===== src/hdl/ccem_pkg.sv =====
// Shared constants, state encoding and fault classifier for the
// configuration check monitor.
// Assumes: included first by every design file of the block.
package ccem_pkg;

  // ----------------------------------------------------------------
  // Widths and field layout
  // ----------------------------------------------------------------
  localparam int RPT_W        = 67;
  localparam int INJ_W        = 46;
  localparam int SIG_W        = 32;
  localparam int IR_W         = 10;
  localparam int TYPE_W       = 4;
  localparam int FRM_W        = RPT_W - SIG_W - TYPE_W;
  localparam int RPT_TYPE_LSB = 0;
  localparam int RPT_SIG_LSB  = 4;
  localparam int RPT_FRM_LSB  = 36;
  localparam int INJ_PAT_LSB  = 0;
  localparam int INJ_LOC_LSB  = 32;
  localparam int INJ_LOC_W    = 10;
  localparam int INJ_TYPE_LSB = 42;
  localparam int BYTE_SEL_W   = 2;
  localparam int WLOC_W       = INJ_LOC_W - BYTE_SEL_W;
  localparam int CYC_W        = 6;
  localparam int SCNT_W       = 7;

  // ----------------------------------------------------------------
  // Codes and timing
  // ----------------------------------------------------------------
  localparam logic [IR_W-1:0]   FAULT_INSERT_CODE  = 10'h015;
  localparam logic [IR_W-1:0]   REPORT_SHIFT_DEF   = 10'h016;
  localparam logic [CYC_W-1:0]  MIN_LOW_CYC        = 6'h20;
  localparam logic [CYC_W-1:0]  CYC_MAX            = 6'h3F;
  localparam logic [SCNT_W-1:0] RPT_LAST_SHIFT     = 7'h42;
  localparam logic [TYPE_W-1:0] FT_NONE            = 4'h0;
  localparam logic [TYPE_W-1:0] FT_SINGLE          = 4'h1;
  localparam logic [TYPE_W-1:0] FT_DOUBLE          = 4'h2;
  localparam logic [TYPE_W-1:0] FT_OTHER           = 4'hF;

  // Gray steps along idle, calc, check, flag, hold
  typedef enum logic [2:0] {
    ST_IDLE  = 3'h0,
    ST_CALC  = 3'h1,
    ST_CHECK = 3'h3,
    ST_FLAG  = 3'h2,
    ST_HOLD  = 3'h6
  } ccem_state_t;

  // Classifies a signature or a fault pattern
  function automatic logic [TYPE_W-1:0] ccem_classify(input logic [SIG_W-1:0] v);
    logic [SIG_W-1:0]  pair;
    logic [TYPE_W-1:0] t;
    pair = v & (v >> 1);
    if (v == '0) t = FT_NONE;
    else if ((v & (v - SIG_W'(1))) == '0) t = FT_SINGLE;
    else if (pair != '0 && (pair & (pair - SIG_W'(1))) == '0 && (pair | (pair << 1)) == v) t = FT_DOUBLE;
    else t = FT_OTHER;
    return t;
  endfunction : ccem_classify

endpackage : ccem_pkg


===== src/hdl/ccem_rpt_if.sv =====
// Carrier between the frame scanner and the report/test port.
// Assumes: both ends run on the same sys_clk.
`timescale 1ns/1ps
interface ccem_rpt_if;
  import ccem_pkg::*;
  logic [RPT_W-1:0] rpt;
  logic             rpt_load;
  logic             clear;
  logic             read_done;
  logic [INJ_W-1:0] inj;
  logic             inj_armed;
  modport scan (output rpt, rpt_load, clear, input read_done, inj, inj_armed);
  modport port (input rpt, rpt_load, clear, output read_done, inj, inj_armed);
endinterface : ccem_rpt_if


===== src/hdl/ccem_top.sv =====
// Background check of configuration frames with fault report.
// Assumes: cfg_rd_data answers cfg_rd_addr one cycle later; the
// frame word count is a power of two.
//
// Notes on behaviour
// - Checking starts by itself when enabled and user mode is entered.
// - Frames are checked in a loop until reset, reconfiguration or leaving user mode; a fault does not stop it.
// - Error pin stays low at least 32 cycles while a signature is computed.
// - Pin rises only after the report is updated and 32 cycles passed.
// - Pin stays high until the frame is read, then low 32 cycles minimum.
// - Report is readable from the core side and through the test port.
// - After reconfiguration the device carries on normally.
// - Test port takes the fault insertion instruction, code 00 0001 0101.
// - That instruction selects the fault insertion register holding the pattern.
// - Inserted faults are single bit or two adjacent bits only.
// - Faults land only in the first frame; later targets are ignored.
// - The report can be read at any time, also around insertion tests.
// - Zero signature keeps the pin low; nonzero raises it.
// - The 67-bit report is refreshed on every detected fault.
// - Type field: 0000 none, 0001 single, 0010 adjacent pair, 1111 other.
// - Insertion register: pattern 31:0, byte location 41:32, type 45:42.
`timescale 1ns/1ps
module ccem_top
  import ccem_pkg::*;
#(
  parameter int              FRAME_WORDS = 16,
  parameter int              NUM_FRAMES  = 4,
  parameter logic [IR_W-1:0] REPORT_CODE = REPORT_SHIFT_DEF,
  localparam int             WW          = $clog2(FRAME_WORDS),
  localparam int             FW          = $clog2(NUM_FRAMES),
  localparam int             AW          = WW + FW
) (
  input  wire logic             sys_clk,
  input  wire logic             rst_b,
  input  wire logic             clk_en,
  input  wire logic             checker_enable,
  input  wire logic             user_mode,
  input  wire logic             reconfigure_request_n,
  output logic [AW-1:0]         cfg_rd_addr,
  input  wire logic [SIG_W-1:0] cfg_rd_data,
  output logic                  error_out,
  output logic [RPT_W-1:0]      user_report,
  input  wire logic             user_read_ack,
  input  wire logic [IR_W-1:0]  tap_ir,
  input  wire logic             tap_capture,
  input  wire logic             tap_shift,
  input  wire logic             tap_update,
  input  wire logic             tap_tdi,
  output logic                  tap_tdo
);

  typedef struct packed {
    ccem_state_t      st;
    logic [WW:0]      issue;
    logic             rd_vld;
    logic [WW-1:0]    rd_idx;
    logic [CYC_W-1:0] cyc;
    logic [FW-1:0]    frame;
    logic [SIG_W-1:0] acc;
    logic [AW-1:0]    addr;
    logic             err_pin;
    logic             rpt_load;
    logic [RPT_W-1:0] rpt;
  } ccem_scan_t;

  ccem_scan_t s_reg, s_next;
  ccem_rpt_if rif ();

  logic [SIG_W-1:0]  inj_pat;
  logic [WLOC_W-1:0] inj_word;
  logic [TYPE_W-1:0] inj_type;
  logic              inj_ok;
  logic [SIG_W-1:0]  inj_mask;

  // ----------------------------------------------------------------
  // Frame sequencing helper
  // ----------------------------------------------------------------
  // Moves on to the next frame, wrapping after the last one
  function automatic ccem_scan_t next_frame(input ccem_scan_t c);
    ccem_scan_t r;
    r       = c;
    r.st    = ST_CALC;
    r.issue = '0;
    r.cyc   = '0;
    r.acc   = '0;
    r.frame = (c.frame == FW'(NUM_FRAMES - 1)) ? '0 : c.frame + FW'(1);
    return r;
  endfunction : next_frame

  // ----------------------------------------------------------------
  // Fault insertion into the stored data as it is read
  // ----------------------------------------------------------------
  assign inj_pat  = rif.inj[INJ_PAT_LSB +: SIG_W];
  assign inj_word = rif.inj[INJ_LOC_LSB + BYTE_SEL_W +: WLOC_W];
  assign inj_type = rif.inj[INJ_TYPE_LSB +: TYPE_W];
  // Pattern must match its declared shape, else nothing is corrupted
  assign inj_ok   = rif.inj_armed && (inj_type == FT_SINGLE || inj_type == FT_DOUBLE)
                    && ccem_classify(inj_pat) == inj_type;
  // Word locations past the first frame never match a read index
  assign inj_mask = (inj_ok && s_reg.frame == '0 && s_reg.rd_vld
                     && inj_word == WLOC_W'(s_reg.rd_idx)) ? inj_pat : '0;

  // ----------------------------------------------------------------
  // Scanner state machine
  // ----------------------------------------------------------------
  always_comb begin
    s_next          = s_reg;
    s_next.rd_vld   = 1'b0;
    s_next.rpt_load = 1'b0;
    case (s_reg.st)
      ST_IDLE: begin
        if (checker_enable) begin
          s_next       = next_frame(s_reg);
          s_next.frame = '0;
        end
      end
      ST_CALC: begin
        if (!s_reg.issue[WW]) begin
          s_next.addr   = {s_reg.frame, s_reg.issue[WW-1:0]};
          s_next.rd_vld = 1'b1;
          s_next.rd_idx = s_reg.issue[WW-1:0];
          s_next.issue  = s_reg.issue + (WW+1)'(1);
        end
        if (s_reg.rd_vld) s_next.acc = s_reg.acc ^ cfg_rd_data ^ inj_mask;
        if (s_reg.cyc != CYC_MAX) s_next.cyc = s_reg.cyc + CYC_W'(1);
        // Short frames are stretched so the pin stays low long enough
        if (s_reg.issue[WW] && !s_reg.rd_vld && s_reg.cyc >= MIN_LOW_CYC - CYC_W'(1))
          s_next.st = ST_CHECK;
      end
      ST_CHECK: begin
        if (s_reg.acc != '0) begin
          s_next.rpt      = {FRM_W'(s_reg.frame), s_reg.acc, ccem_classify(s_reg.acc)};
          s_next.rpt_load = 1'b1;
          s_next.st       = ST_FLAG;
        end else begin
          s_next = next_frame(s_reg);
        end
      end
      ST_FLAG: begin
        s_next.err_pin = 1'b1;
        s_next.st      = ST_HOLD;
      end
      ST_HOLD: begin
        if (rif.read_done) begin
          s_next         = next_frame(s_reg);
          s_next.err_pin = 1'b0;
        end
      end
      default: s_next = '0;
    endcase
    // Leaving user mode ends the loop; it restarts with the next entry
    if (!reconfigure_request_n || !user_mode) s_next = '0;
  end

  always_ff @(posedge sys_clk) begin
    if (!rst_b) s_reg <= '0;
    else if (clk_en) s_reg <= s_next;
  end

  // ----------------------------------------------------------------
  // Outputs and report port
  // ----------------------------------------------------------------
  assign rif.rpt      = s_reg.rpt;
  assign rif.rpt_load = s_reg.rpt_load;
  assign rif.clear    = !reconfigure_request_n;
  assign cfg_rd_addr  = s_reg.addr;
  assign error_out    = s_reg.err_pin;

  ccem_report_port #(
    .REPORT_CODE (REPORT_CODE)
  ) u_port (
    .sys_clk       (sys_clk),
    .rst_b         (rst_b),
    .clk_en        (clk_en),
    .rif           (rif.port),
    .user_report   (user_report),
    .user_read_ack (user_read_ack),
    .tap_ir        (tap_ir),
    .tap_capture   (tap_capture),
    .tap_shift     (tap_shift),
    .tap_update    (tap_update),
    .tap_tdi       (tap_tdi),
    .tap_tdo       (tap_tdo)
  );

  // ----------------------------------------------------------------
  // Checks (written for clk_en held high)
  // ----------------------------------------------------------------
  localparam int LOW_MIN = 32;
  logic [CYC_W-1:0] low_cnt;

  // Cycles the pin has been low, saturating
  always_ff @(posedge sys_clk) begin
    if (!rst_b || error_out) low_cnt <= '0;
    else if (low_cnt != CYC_MAX) low_cnt <= low_cnt + CYC_W'(1);
  end

  a_pin_low_gap: assert property (@(posedge sys_clk) disable iff (!rst_b)
    $rose(error_out) |-> $past(low_cnt) >= CYC_W'(LOW_MIN)) else $error("pin low too short");
  a_calc_length: assert property (@(posedge sys_clk) disable iff (!rst_b)
    s_reg.st == ST_CHECK && $past(s_reg.st) == ST_CALC |-> $past(s_reg.cyc) >= CYC_W'(LOW_MIN - 1))
    else $error("calc shorter than minimum");
  a_rise_after_rpt: assert property (@(posedge sys_clk) disable iff (!rst_b)
    $rose(error_out) |-> $past(s_reg.rpt_load) && $past(s_reg.st, 2) == ST_CHECK)
    else $error("pin rose before report update");
  a_hold_until_read: assert property (@(posedge sys_clk) disable iff (!rst_b)
    clk_en && error_out && !rif.read_done && reconfigure_request_n && user_mode |=> error_out)
    else $error("pin dropped before read");
  a_zero_sig_quiet: assert property (@(posedge sys_clk) disable iff (!rst_b)
    clk_en && s_reg.st == ST_CHECK && s_reg.acc == '0 |=> !error_out && s_reg.st == ST_CALC)
    else $error("zero signature flagged");
  a_sig_flags: assert property (@(posedge sys_clk) disable iff (!rst_b)
    clk_en && s_reg.st == ST_CHECK && s_reg.acc != '0 && reconfigure_request_n && user_mode
    ##1 clk_en && reconfigure_request_n && user_mode |=> error_out) else $error("fault not flagged");
  a_rpt_update: assert property (@(posedge sys_clk) disable iff (!rst_b)
    clk_en && s_reg.st == ST_CHECK && s_reg.acc != '0 && reconfigure_request_n && user_mode
    |=> rif.rpt_load && rif.rpt[RPT_SIG_LSB +: SIG_W] == $past(s_reg.acc)) else $error("report not updated");
  a_type_code: assert property (@(posedge sys_clk) disable iff (!rst_b)
    rif.rpt_load |-> rif.rpt[RPT_TYPE_LSB +: TYPE_W] == ccem_classify(rif.rpt[RPT_SIG_LSB +: SIG_W]))
    else $error("bad fault type");
  a_autostart: assert property (@(posedge sys_clk) disable iff (!rst_b)
    clk_en && s_reg.st == ST_IDLE && checker_enable && user_mode && reconfigure_request_n
    |=> s_reg.st == ST_CALC) else $error("no automatic start");
  a_keeps_cycling: assert property (@(posedge sys_clk) disable iff (!rst_b)
    clk_en && s_reg.st == ST_HOLD && rif.read_done && reconfigure_request_n && user_mode
    |=> s_reg.st == ST_CALC && !error_out) else $error("loop stopped after fault");
  a_reconf_clear: assert property (@(posedge sys_clk) disable iff (!rst_b)
    clk_en && !reconfigure_request_n |=> s_reg.st == ST_IDLE && !error_out) else $error("not cleared");
  a_inject_first: assert property (@(posedge sys_clk) disable iff (!rst_b)
    inj_mask != '0 |-> s_reg.frame == '0) else $error("fault outside first frame");

  c_fault_flag: cover property (@(posedge sys_clk) disable iff (!rst_b) $rose(error_out));
  c_fault_clear: cover property (@(posedge sys_clk) disable iff (!rst_b) $fell(error_out));
  c_injected: cover property (@(posedge sys_clk) disable iff (!rst_b) inj_mask != '0);

endmodule : ccem_top


===== src/hdl/ccem_report_port.sv =====
// Fault report copies for core and test port, and the fault
// insertion register loaded through the test port.
// Assumes: test port strobes are synchronous one-cycle pulses.
`timescale 1ns/1ps
module ccem_report_port
  import ccem_pkg::*;
#(
  parameter logic [IR_W-1:0] REPORT_CODE = REPORT_SHIFT_DEF
) (
  input  wire logic            sys_clk,
  input  wire logic            rst_b,
  input  wire logic            clk_en,
  ccem_rpt_if.port             rif,
  output logic [RPT_W-1:0]     user_report,
  input  wire logic            user_read_ack,
  input  wire logic [IR_W-1:0] tap_ir,
  input  wire logic            tap_capture,
  input  wire logic            tap_shift,
  input  wire logic            tap_update,
  input  wire logic            tap_tdi,
  output logic                 tap_tdo
);

  typedef struct packed {
    logic [RPT_W-1:0]  user_upd;
    logic [RPT_W-1:0]  tap_upd;
    logic [RPT_W-1:0]  tap_sh;
    logic [SCNT_W-1:0] cnt;
    logic [INJ_W-1:0]  inj_sh;
    logic [INJ_W-1:0]  inj;
    logic              armed;
    logic              done;
    logic              tdo;
  } ccem_port_t;

  ccem_port_t s_reg, s_next;

  // ----------------------------------------------------------------
  // Next state
  // ----------------------------------------------------------------
  always_comb begin
    s_next        = s_reg;
    s_next.done   = 1'b0;
    // Copies follow the report one cycle after it is valid, so they
    // are already current when the error pin rises
    if (rif.rpt_load) begin
      s_next.user_upd = rif.rpt;
      s_next.tap_upd  = rif.rpt;
    end
    if (user_read_ack) s_next.done = 1'b1;
    if (tap_ir == REPORT_CODE) begin
      if (tap_capture) begin
        s_next.tap_sh = s_reg.tap_upd;
        s_next.cnt    = '0;
      end else if (tap_shift) begin
        s_next.tap_sh = {tap_tdi, s_reg.tap_sh[RPT_W-1:1]};
        s_next.cnt    = s_reg.cnt + SCNT_W'(1);
        // Last bit out counts as the frame being read
        if (s_reg.cnt == RPT_LAST_SHIFT) s_next.done = 1'b1;
      end
      s_next.tdo = s_next.tap_sh[0];
    end else if (tap_ir == FAULT_INSERT_CODE) begin
      if (tap_capture) s_next.inj_sh = s_reg.inj;
      else if (tap_shift) s_next.inj_sh = {tap_tdi, s_reg.inj_sh[INJ_W-1:1]};
      else if (tap_update) begin
        s_next.inj   = s_reg.inj_sh;
        s_next.armed = 1'b1;
      end
      s_next.tdo = s_next.inj_sh[0];
    end
    // Reconfiguration wipes stored report and pending fault
    if (rif.clear) begin
      s_next.user_upd = '0;
      s_next.tap_upd  = '0;
      s_next.inj      = '0;
      s_next.armed    = 1'b0;
    end
  end

  always_ff @(posedge sys_clk) begin
    if (!rst_b) s_reg <= '0;
    else if (clk_en) s_reg <= s_next;
  end

  assign rif.read_done = s_reg.done;
  assign rif.inj       = s_reg.inj;
  assign rif.inj_armed = s_reg.armed;
  assign user_report   = s_reg.user_upd;
  assign tap_tdo       = s_reg.tdo;

  // ----------------------------------------------------------------
  // Checks
  // ----------------------------------------------------------------
  a_insert_arms: assert property (@(posedge sys_clk) disable iff (!rst_b)
    clk_en && tap_ir == FAULT_INSERT_CODE && tap_update && !tap_capture && !tap_shift && !rif.clear
    |=> rif.inj_armed && rif.inj == $past(s_reg.inj_sh)) else $error("insert not armed");
  a_report_copy: assert property (@(posedge sys_clk) disable iff (!rst_b)
    clk_en && rif.rpt_load && !rif.clear
    |=> user_report == $past(rif.rpt)) else $error("report copy missing");
  c_tap_read: cover property (@(posedge sys_clk) disable iff (!rst_b)
    tap_ir == REPORT_CODE && tap_shift && s_reg.cnt == RPT_LAST_SHIFT);

endmodule : ccem_report_port


===== config.mk =====
export PLATFORM = sky130hd
export DESIGN_NAME = ccem_top
export DESIGN_NICKNAME = d
export VERILOG_FILES = /design/src/hdl/ccem_pkg.sv /design/src/hdl/ccem_rpt_if.sv /design/src/hdl/ccem_top.sv /design/src/hdl/ccem_report_port.sv
export SDC_FILE = /design/constraint.sdc
export NUM_CORES = 1
export LEC_CHECK = 0
export BUFFER_PORTS_ARGS = -buffer_cell sky130_fd_sc_hd__buf_2
export CORE_ASPECT_RATIO = 0.6
export CORE_MARGIN = 1.5
export CORE_UTILIZATION = 44
export CTS_CLUSTER_DIAMETER = 30
export DETAILED_ROUTE_END_ITERATION = 8
export SLEW_MARGIN = 10
export SYNTH_ARGS = -nofsm -noshare
export SYNTH_HDL_FRONTEND = slang
export SYNTH_SLANG_ARGS = --single-unit
export TNS_END_PERCENT = 5

===== constraint.sdc =====
create_clock -name sys_clk -period 5.7 [get_ports sys_clk]
set_input_delay 1.425 -clock sys_clk [delete_from_list [all_inputs] [get_ports sys_clk]]
set_output_delay 1.425 -clock sys_clk [all_outputs]
set_load 0.1 [all_outputs]

After elaboration in Yosys (flattened, before gate mapping)
Index checks and enable logic that the tools add are counted.

Register bits: 431. Input bits: 53. Output and inout bits: 75. Logic and storage cells: 171.

Add/subtract/negate cells: 8. Magnitude comparators: 1. Equality and inequality tests: 37. Mux-type cells: 44. Bitwise logic cells: 11. Reduce and logical (&&, ||, !) cells: 47.

Operator list (count): 128-bit 2-to-1 mux (3); 47-bit 2-to-1 mux (6); 68-bit one-hot mux with 4 select lines (1); 134-bit 2-to-1 mux (2); 32-bit zero test (6); 38-bit one-hot mux with 5 select lines (1); 74-bit 2-to-1 mux (2); 32-bit AND (4); 32-bit by 1-bit subtractor with 32-bit output (second input constant) (4); 32-bit nonzero test (3); 46-bit 2-to-1 mux (2); 16-bit one-hot mux with 5 select lines (1); 68-bit 2-to-1 mux (1); 32-bit by 31-bit AND with 32-bit output (2); 32-bit == test (2); 32-bit 2-to-1 mux (2); 32-bit bitwise OR (2); 32-bit XOR (2); 57-bit 2-to-1 mux (1); 6-bit AND reduction (5); 3-bit inequality test (second input constant) (9); 4-bit 2-to-1 mux (6); 10-bit by 5-bit == test with 1-bit output (second input constant) (2); 5-bit AND reduction (4); 37 further kinds (75).

Longest topological paths before layout
Word-level depth: 19. Gate-level depth with buffers: 13. Mapped depth without buffers: 10.

Modules after synthesis
From an unflattened synthesis, not the netlist that was laid out.

Cells, all modules: 2184. Area, all modules: 17979.7 um^2.

By module, submodules not included: ccem_report_port (times used 1, cells each 1163, area an instance 10686.5 um^2, seq. area each 4724.5 um^2); ccem_top (times used 1, cells each 1021, area an instance 7293.2 um^2, seq. area each 1961.9 um^2).

Least setup slack after synthesis
No wires, ideal clock.

Path kind: input to register. Start point: in user_mode. End point: reg s_reg[102] (netlist bit). Arrival time: 3.637 ns. Path slack: 2.006 ns. Stages on the path: 11. Buffers on the path: 3. Cells stage by stage: nand2_1 -> or2_1 -> clkbuf_1 -> nor3_2 -> inv_1 -> nor3_2 -> buf_2 -> clkbuf_1 -> nand3b_1 -> o211ai_1 -> a21o_1.

Longest elaborated chain between the ends: 4. Elaborated cells between the ends (all ways): 9. Those cells by class: eq/ne (5); mux (1); reduce/logical (3).

Ends and longest elaborated chain: from (decl) (line ccem_top.sv:37) `input wire logic user_mode,`; 1-bit zero test * (line ccem_top.sv:152) `if (!reconfigure_request_n || !user_mode) s_next = '0;`; 1-bit logical OR * (line ccem_top.sv:152); 3-bit inequality test (no source line) (tied with other cells); 6-bit AND reduction (no source line); to (signal assigned) (line ccem_top.sv:157) `else if (clk_en) s_reg <= s_next;`; to (decl) (line ccem_top.sv:66) `ccem_scan_t s_reg, s_next;`.

Every way passes the cells marked *; elsewhere a longest branch is shown, timed or not. A chain may end at the register's enable or synchronous reset.

Worst setup path in the final report
Start point: reg u_port.s_reg (netlist bit u_port.rif.inj[13]). End point: reg s_reg[92] (netlist bit).

Longest elaborated chain between the ends: 19. Elaborated cells between the ends (all ways): 26. Those cells by class: add/sub (2); eq/ne (2); mux (7); bitwise (5); reduce/logical (10).

Ends and longest elaborated chain: from (decl) (line ccem_report_port.sv:36) `ccem_port_t s_reg, s_next;`; from (signal assigned) (line ccem_report_port.sv:82) `else if (clk_en) s_reg <= s_next;`; 32-bit by 31-bit AND with 32-bit output (line ccem_pkg.sv:53) `pair = v & (v >> 1);`; 32-bit by 1-bit subtractor with 32-bit output (line ccem_pkg.sv:56) `else if (pair != '0 && (pair & (pair - SIG_W'(1))) == '0 && (pair | (pair << 1)) == v) t = FT_DOUBLE;`; 32-bit AND (line ccem_pkg.sv:56); 32-bit zero test (line ccem_pkg.sv:56); 1-bit logical AND (2 in a row) (line ccem_pkg.sv:56); 4-bit 2-to-1 mux (line ccem_pkg.sv:56); 4-bit 2-to-1 mux (line ccem_pkg.sv:55) `else if ((v & (v - SIG_W'(1))) == '0) t = FT_SINGLE;`; 4-bit 2-to-1 mux * (line ccem_pkg.sv:54) `if (v == '0) t = FT_NONE;`; 4-bit == test * (line ccem_top.sv:98) `&& ccem_classify(inj_pat) == inj_type;`; 1-bit logical AND * (line ccem_top.sv:98); 1-bit logical AND * (2 in a row) (line ccem_top.sv:100) `assign inj_mask = (inj_ok && s_reg.frame == '0 && s_reg.rd_vld`; 1-bit logical AND * (line ccem_top.sv:101) `&& inj_word == WLOC_W'(s_reg.rd_idx)) ? inj_pat : '0;`; 32-bit 2-to-1 mux * (line ccem_top.sv:101); 32-bit XOR * (line ccem_top.sv:124) `if (s_reg.rd_vld) s_next.acc = s_reg.acc ^ cfg_rd_data ^ inj_mask;`; 32-bit 2-to-1 mux * (line ccem_top.sv:124); 38-bit one-hot mux with 5 select lines * (line ccem_top.sv:110) `case (s_reg.st)`; 128-bit 2-to-1 mux * (line ccem_top.sv:152).

Every way passes the cells marked *; elsewhere a longest branch is shown, timed or not. The select of a mux whose other input is x is not followed.

==> results.md <==
- Tcrit/Tclk final: 73.2%
- Synth top area share: 33.1%
- Top cells by area, synth: dfxtp_1, nor2b_1, a22oi_1, clkbuf_1, a21oi_1
- Number of synthesized flops with an enable pin: 0
- Count of cell types in the netlist: 83
- RSZ-0062 raised after global routing: no
- Cts hold-fix bufs: 0
- Post-synthesis average cell area: 8.06 sq um
- CTS sink count: 304
- Die W: 267 microns
- Initial antenna violation count: 1
- Net count, final: 2252
- Initial core utilization: 45.0%
- Core Box Area: 40800 sq um
- Vias: 17371
- Clock buffer depth: 3
- TritonCTS clock tree: yes
- # IOs: 128
- Main flop type after synthesis: dfxtp_1
- Port-buffer cells: 98
- Max Slew Vio Count: 0
- Reg power frac: 37.1%
- Net switching power figure: 0.00148 W
- Die H: 161 microns
- Leading area contributor after synthesis: dfxtp_1
- Worst-path cell chain: nor3_2 -> nand4_1 -> or3_1 -> a31oi_2 -> or2_1 -> nand4_1 -> o2111a_1 -> nor2_1 -> a21bo_1
- CP Capture Type: register
- GRT Resource Usage Total: 27.0%
- Num rows: 57
- Pwr Total: 0.00575 W
- Commonest cells post-synth: dfxtp_1, nor2b_1, clkbuf_1
- # setup viols final: 0
- CP Data Arrival Time: 4630 ps
- DRT Pass-1 Iters: 6
- Max Cap Violations: 0
- Power Internal: 0.00427 W
- Worst-path fanout max: 17
- Post-DRT Antenna Nets: 0
- CP Launch Type: register
- CTS H-tree lvls: 2
- Total CTS buffers: 52
- Setup WS post-layout: 1530 ps
- DR WL/cell: 21.1 microns
- Drt initial violations: 1847
- Post-synth ARST share: 0%
- Vias in the first global route: 15777
- Max reg flops: 157
- Worst slack, placed: 1330 ps
- Clk pin slew, worst setup/hold paths: 60 ps
- WP data required: 6160 ps
- Static leakage: 7.63 nW
- Hold crit path type: register to register
- TNS Setup: 0 ps
- Peak VDD IR: 178 uV
- Clk pwr share: 58.0%
- Mapped Cells: 2278
- Pwr dens: 282 nW/um^2
- Status: completed
- Yosys reg bits: 304
- Crit-path slowest cell: a31oi_2
- Most common cell in the netlist: dfxtp_1
- Final RePlAce weighted congestion: 0.950
- # DRC: 0
- Layout Skew: 35.4 ps
- Yosys warning total: 0
- Root buf cell: clkbuf_16
- CTS resizes: 0
- Logic pwr share: 4.9%
- Die area: 43000 sq um
- Fraction of layout instances using a drive strength above 1: 14.4%
- Area added between synthesis and finish: 11.2%
- Final WL: 59000 microns
- Synthesized area: 18400 sq um
- Kind of critical path: register to register
- Cell with the most instances on the worst path: nand4_1
- Sw frac: 25.8%
- Max_slew headroom: 20.8%
- Detailed placement HPWL: 40200 microns
- Worst skew pair latency: 600 ps
- Grt ovf: 0
- Largest stage delay, worst path: 790 ps
- Worst-Margin Slew: 1190 ps
- Largest net degree at the start of global routing: 102
- Hold Violations, Final: 0
- Final Critical Period: 4170 ps
- Achievable Freq: 0.240 GHz
- Wire length of the first global-routing pass: 93000 microns
- Register area share after synthesis: 33.1%
- Vias per inst: 6.21
- Post-CTS setup buffer count: 0
==> final cells by class <==
class | instances | area (sq um)
fillers | 3982 | 20400
multi-input cells | 1638 | 10800
flip-flops and latches | 304 | 6090
clock buffers | 56 | 1340
repair buffers | 130 | 739
well taps | 560 | 701
clock inverters | 41 | 544
inverters | 67 | 251
diodes | 1 | 2.50
==> critical path, delay by kind of cell, from the launching register on <==
family             cells  cell delay, ps
and+or+nand+nor        6            2290
AOI/OAI and AO/OA      3            1210
DFF                    1             520
==> final timing paths <==
path / start / depth (start not counted) / slack, ps / to
setup / recovery: u_port.rif.inj[13]$_SDFFE_PN0P_ / 9 / 1530 / s_reg[92]$_SDFFE_PN0P_
hold / removal: rif.rpt[37]$_SDFFE_PN0P_ / 2 / 470 / rif.rpt[37]$_SDFFE_PN0P_
setup reg to reg: u_port.rif.inj[13]$_SDFFE_PN0P_ / 9 / 1530 / s_reg[92]$_SDFFE_PN0P_
hold reg to reg: rif.rpt[37]$_SDFFE_PN0P_ / 2 / 470 / rif.rpt[37]$_SDFFE_PN0P_
==> stage by stage <==
| stage | instance area [sq um] | hold slack [ps] | utilization, % | instances |
|---|---|---|---|---|
| floorplan | 18500 | 434 | - | 2306 |
| global placement | 18500 | 454 | 45.4 | 2699 |
| detailed placement | 18500 | 458 | 45.4 | 2699 |
| CTS | 20400 | 468 | 50.0 | 2796 |
| global route | 20400 | 488 | 50.0 | 2797 |
| finish | 20400 | 467 | 50.0 | 2797 |
==> placed cells by master, fill, tap and decap left out, types with 58 or more instances in the layout <==
cell / n
nor3_1: 63
nand4_1: 58
o211ai_1: 63
inv_1: 67
nand2_1: 152
a21oi_1: 120
dfxtp_1: 304
nor2b_1: 193
o21ai_0: 59
nor2_1: 119
buf_2: 96
a22oi_1: 146
nand3_1: 67
==> power groups by stage <==
stage	Combinational (W)	Sequential, W	Clock, W
finish	0.000282	0.00213	0.00333
global route	0.000301	0.00213	0.00348
CTS	0.000280	0.00213	0.00338
detailed placement	0.000280	0.00218	0
global placement	0.000278	0.00218	0
floorplan	0.000227	0.00218	0
==> routing by layer <==
metal	vias to the layer above	part of all wire (%)	GRT usage, %
met5	-	0	0
met1	8443	49	42.6
met3	68	8.7	4.91
met4	0	1.3	5.45
li1	8133	-	-
met2	727	41	37.3
==> cells by family (layout without fill, tap and decap cells) <==
kind of cell	after synthesis	count (layout)	synth area share, %
AND/OR/NAND/NOR	897	897	28.0
AO/OA/AOI/OAI	683	683	28.0
buffers and inverters	364	294	9.29
flip-flops	304	304	33.1
XOR/XNOR	16	16	0.763
adder cells (fa/ha/maj)	7	7	0.463
multiplexers	6	6	0.327
other	1	30	0.0204
Note: power is estimated with default switching activity, not from simulation.
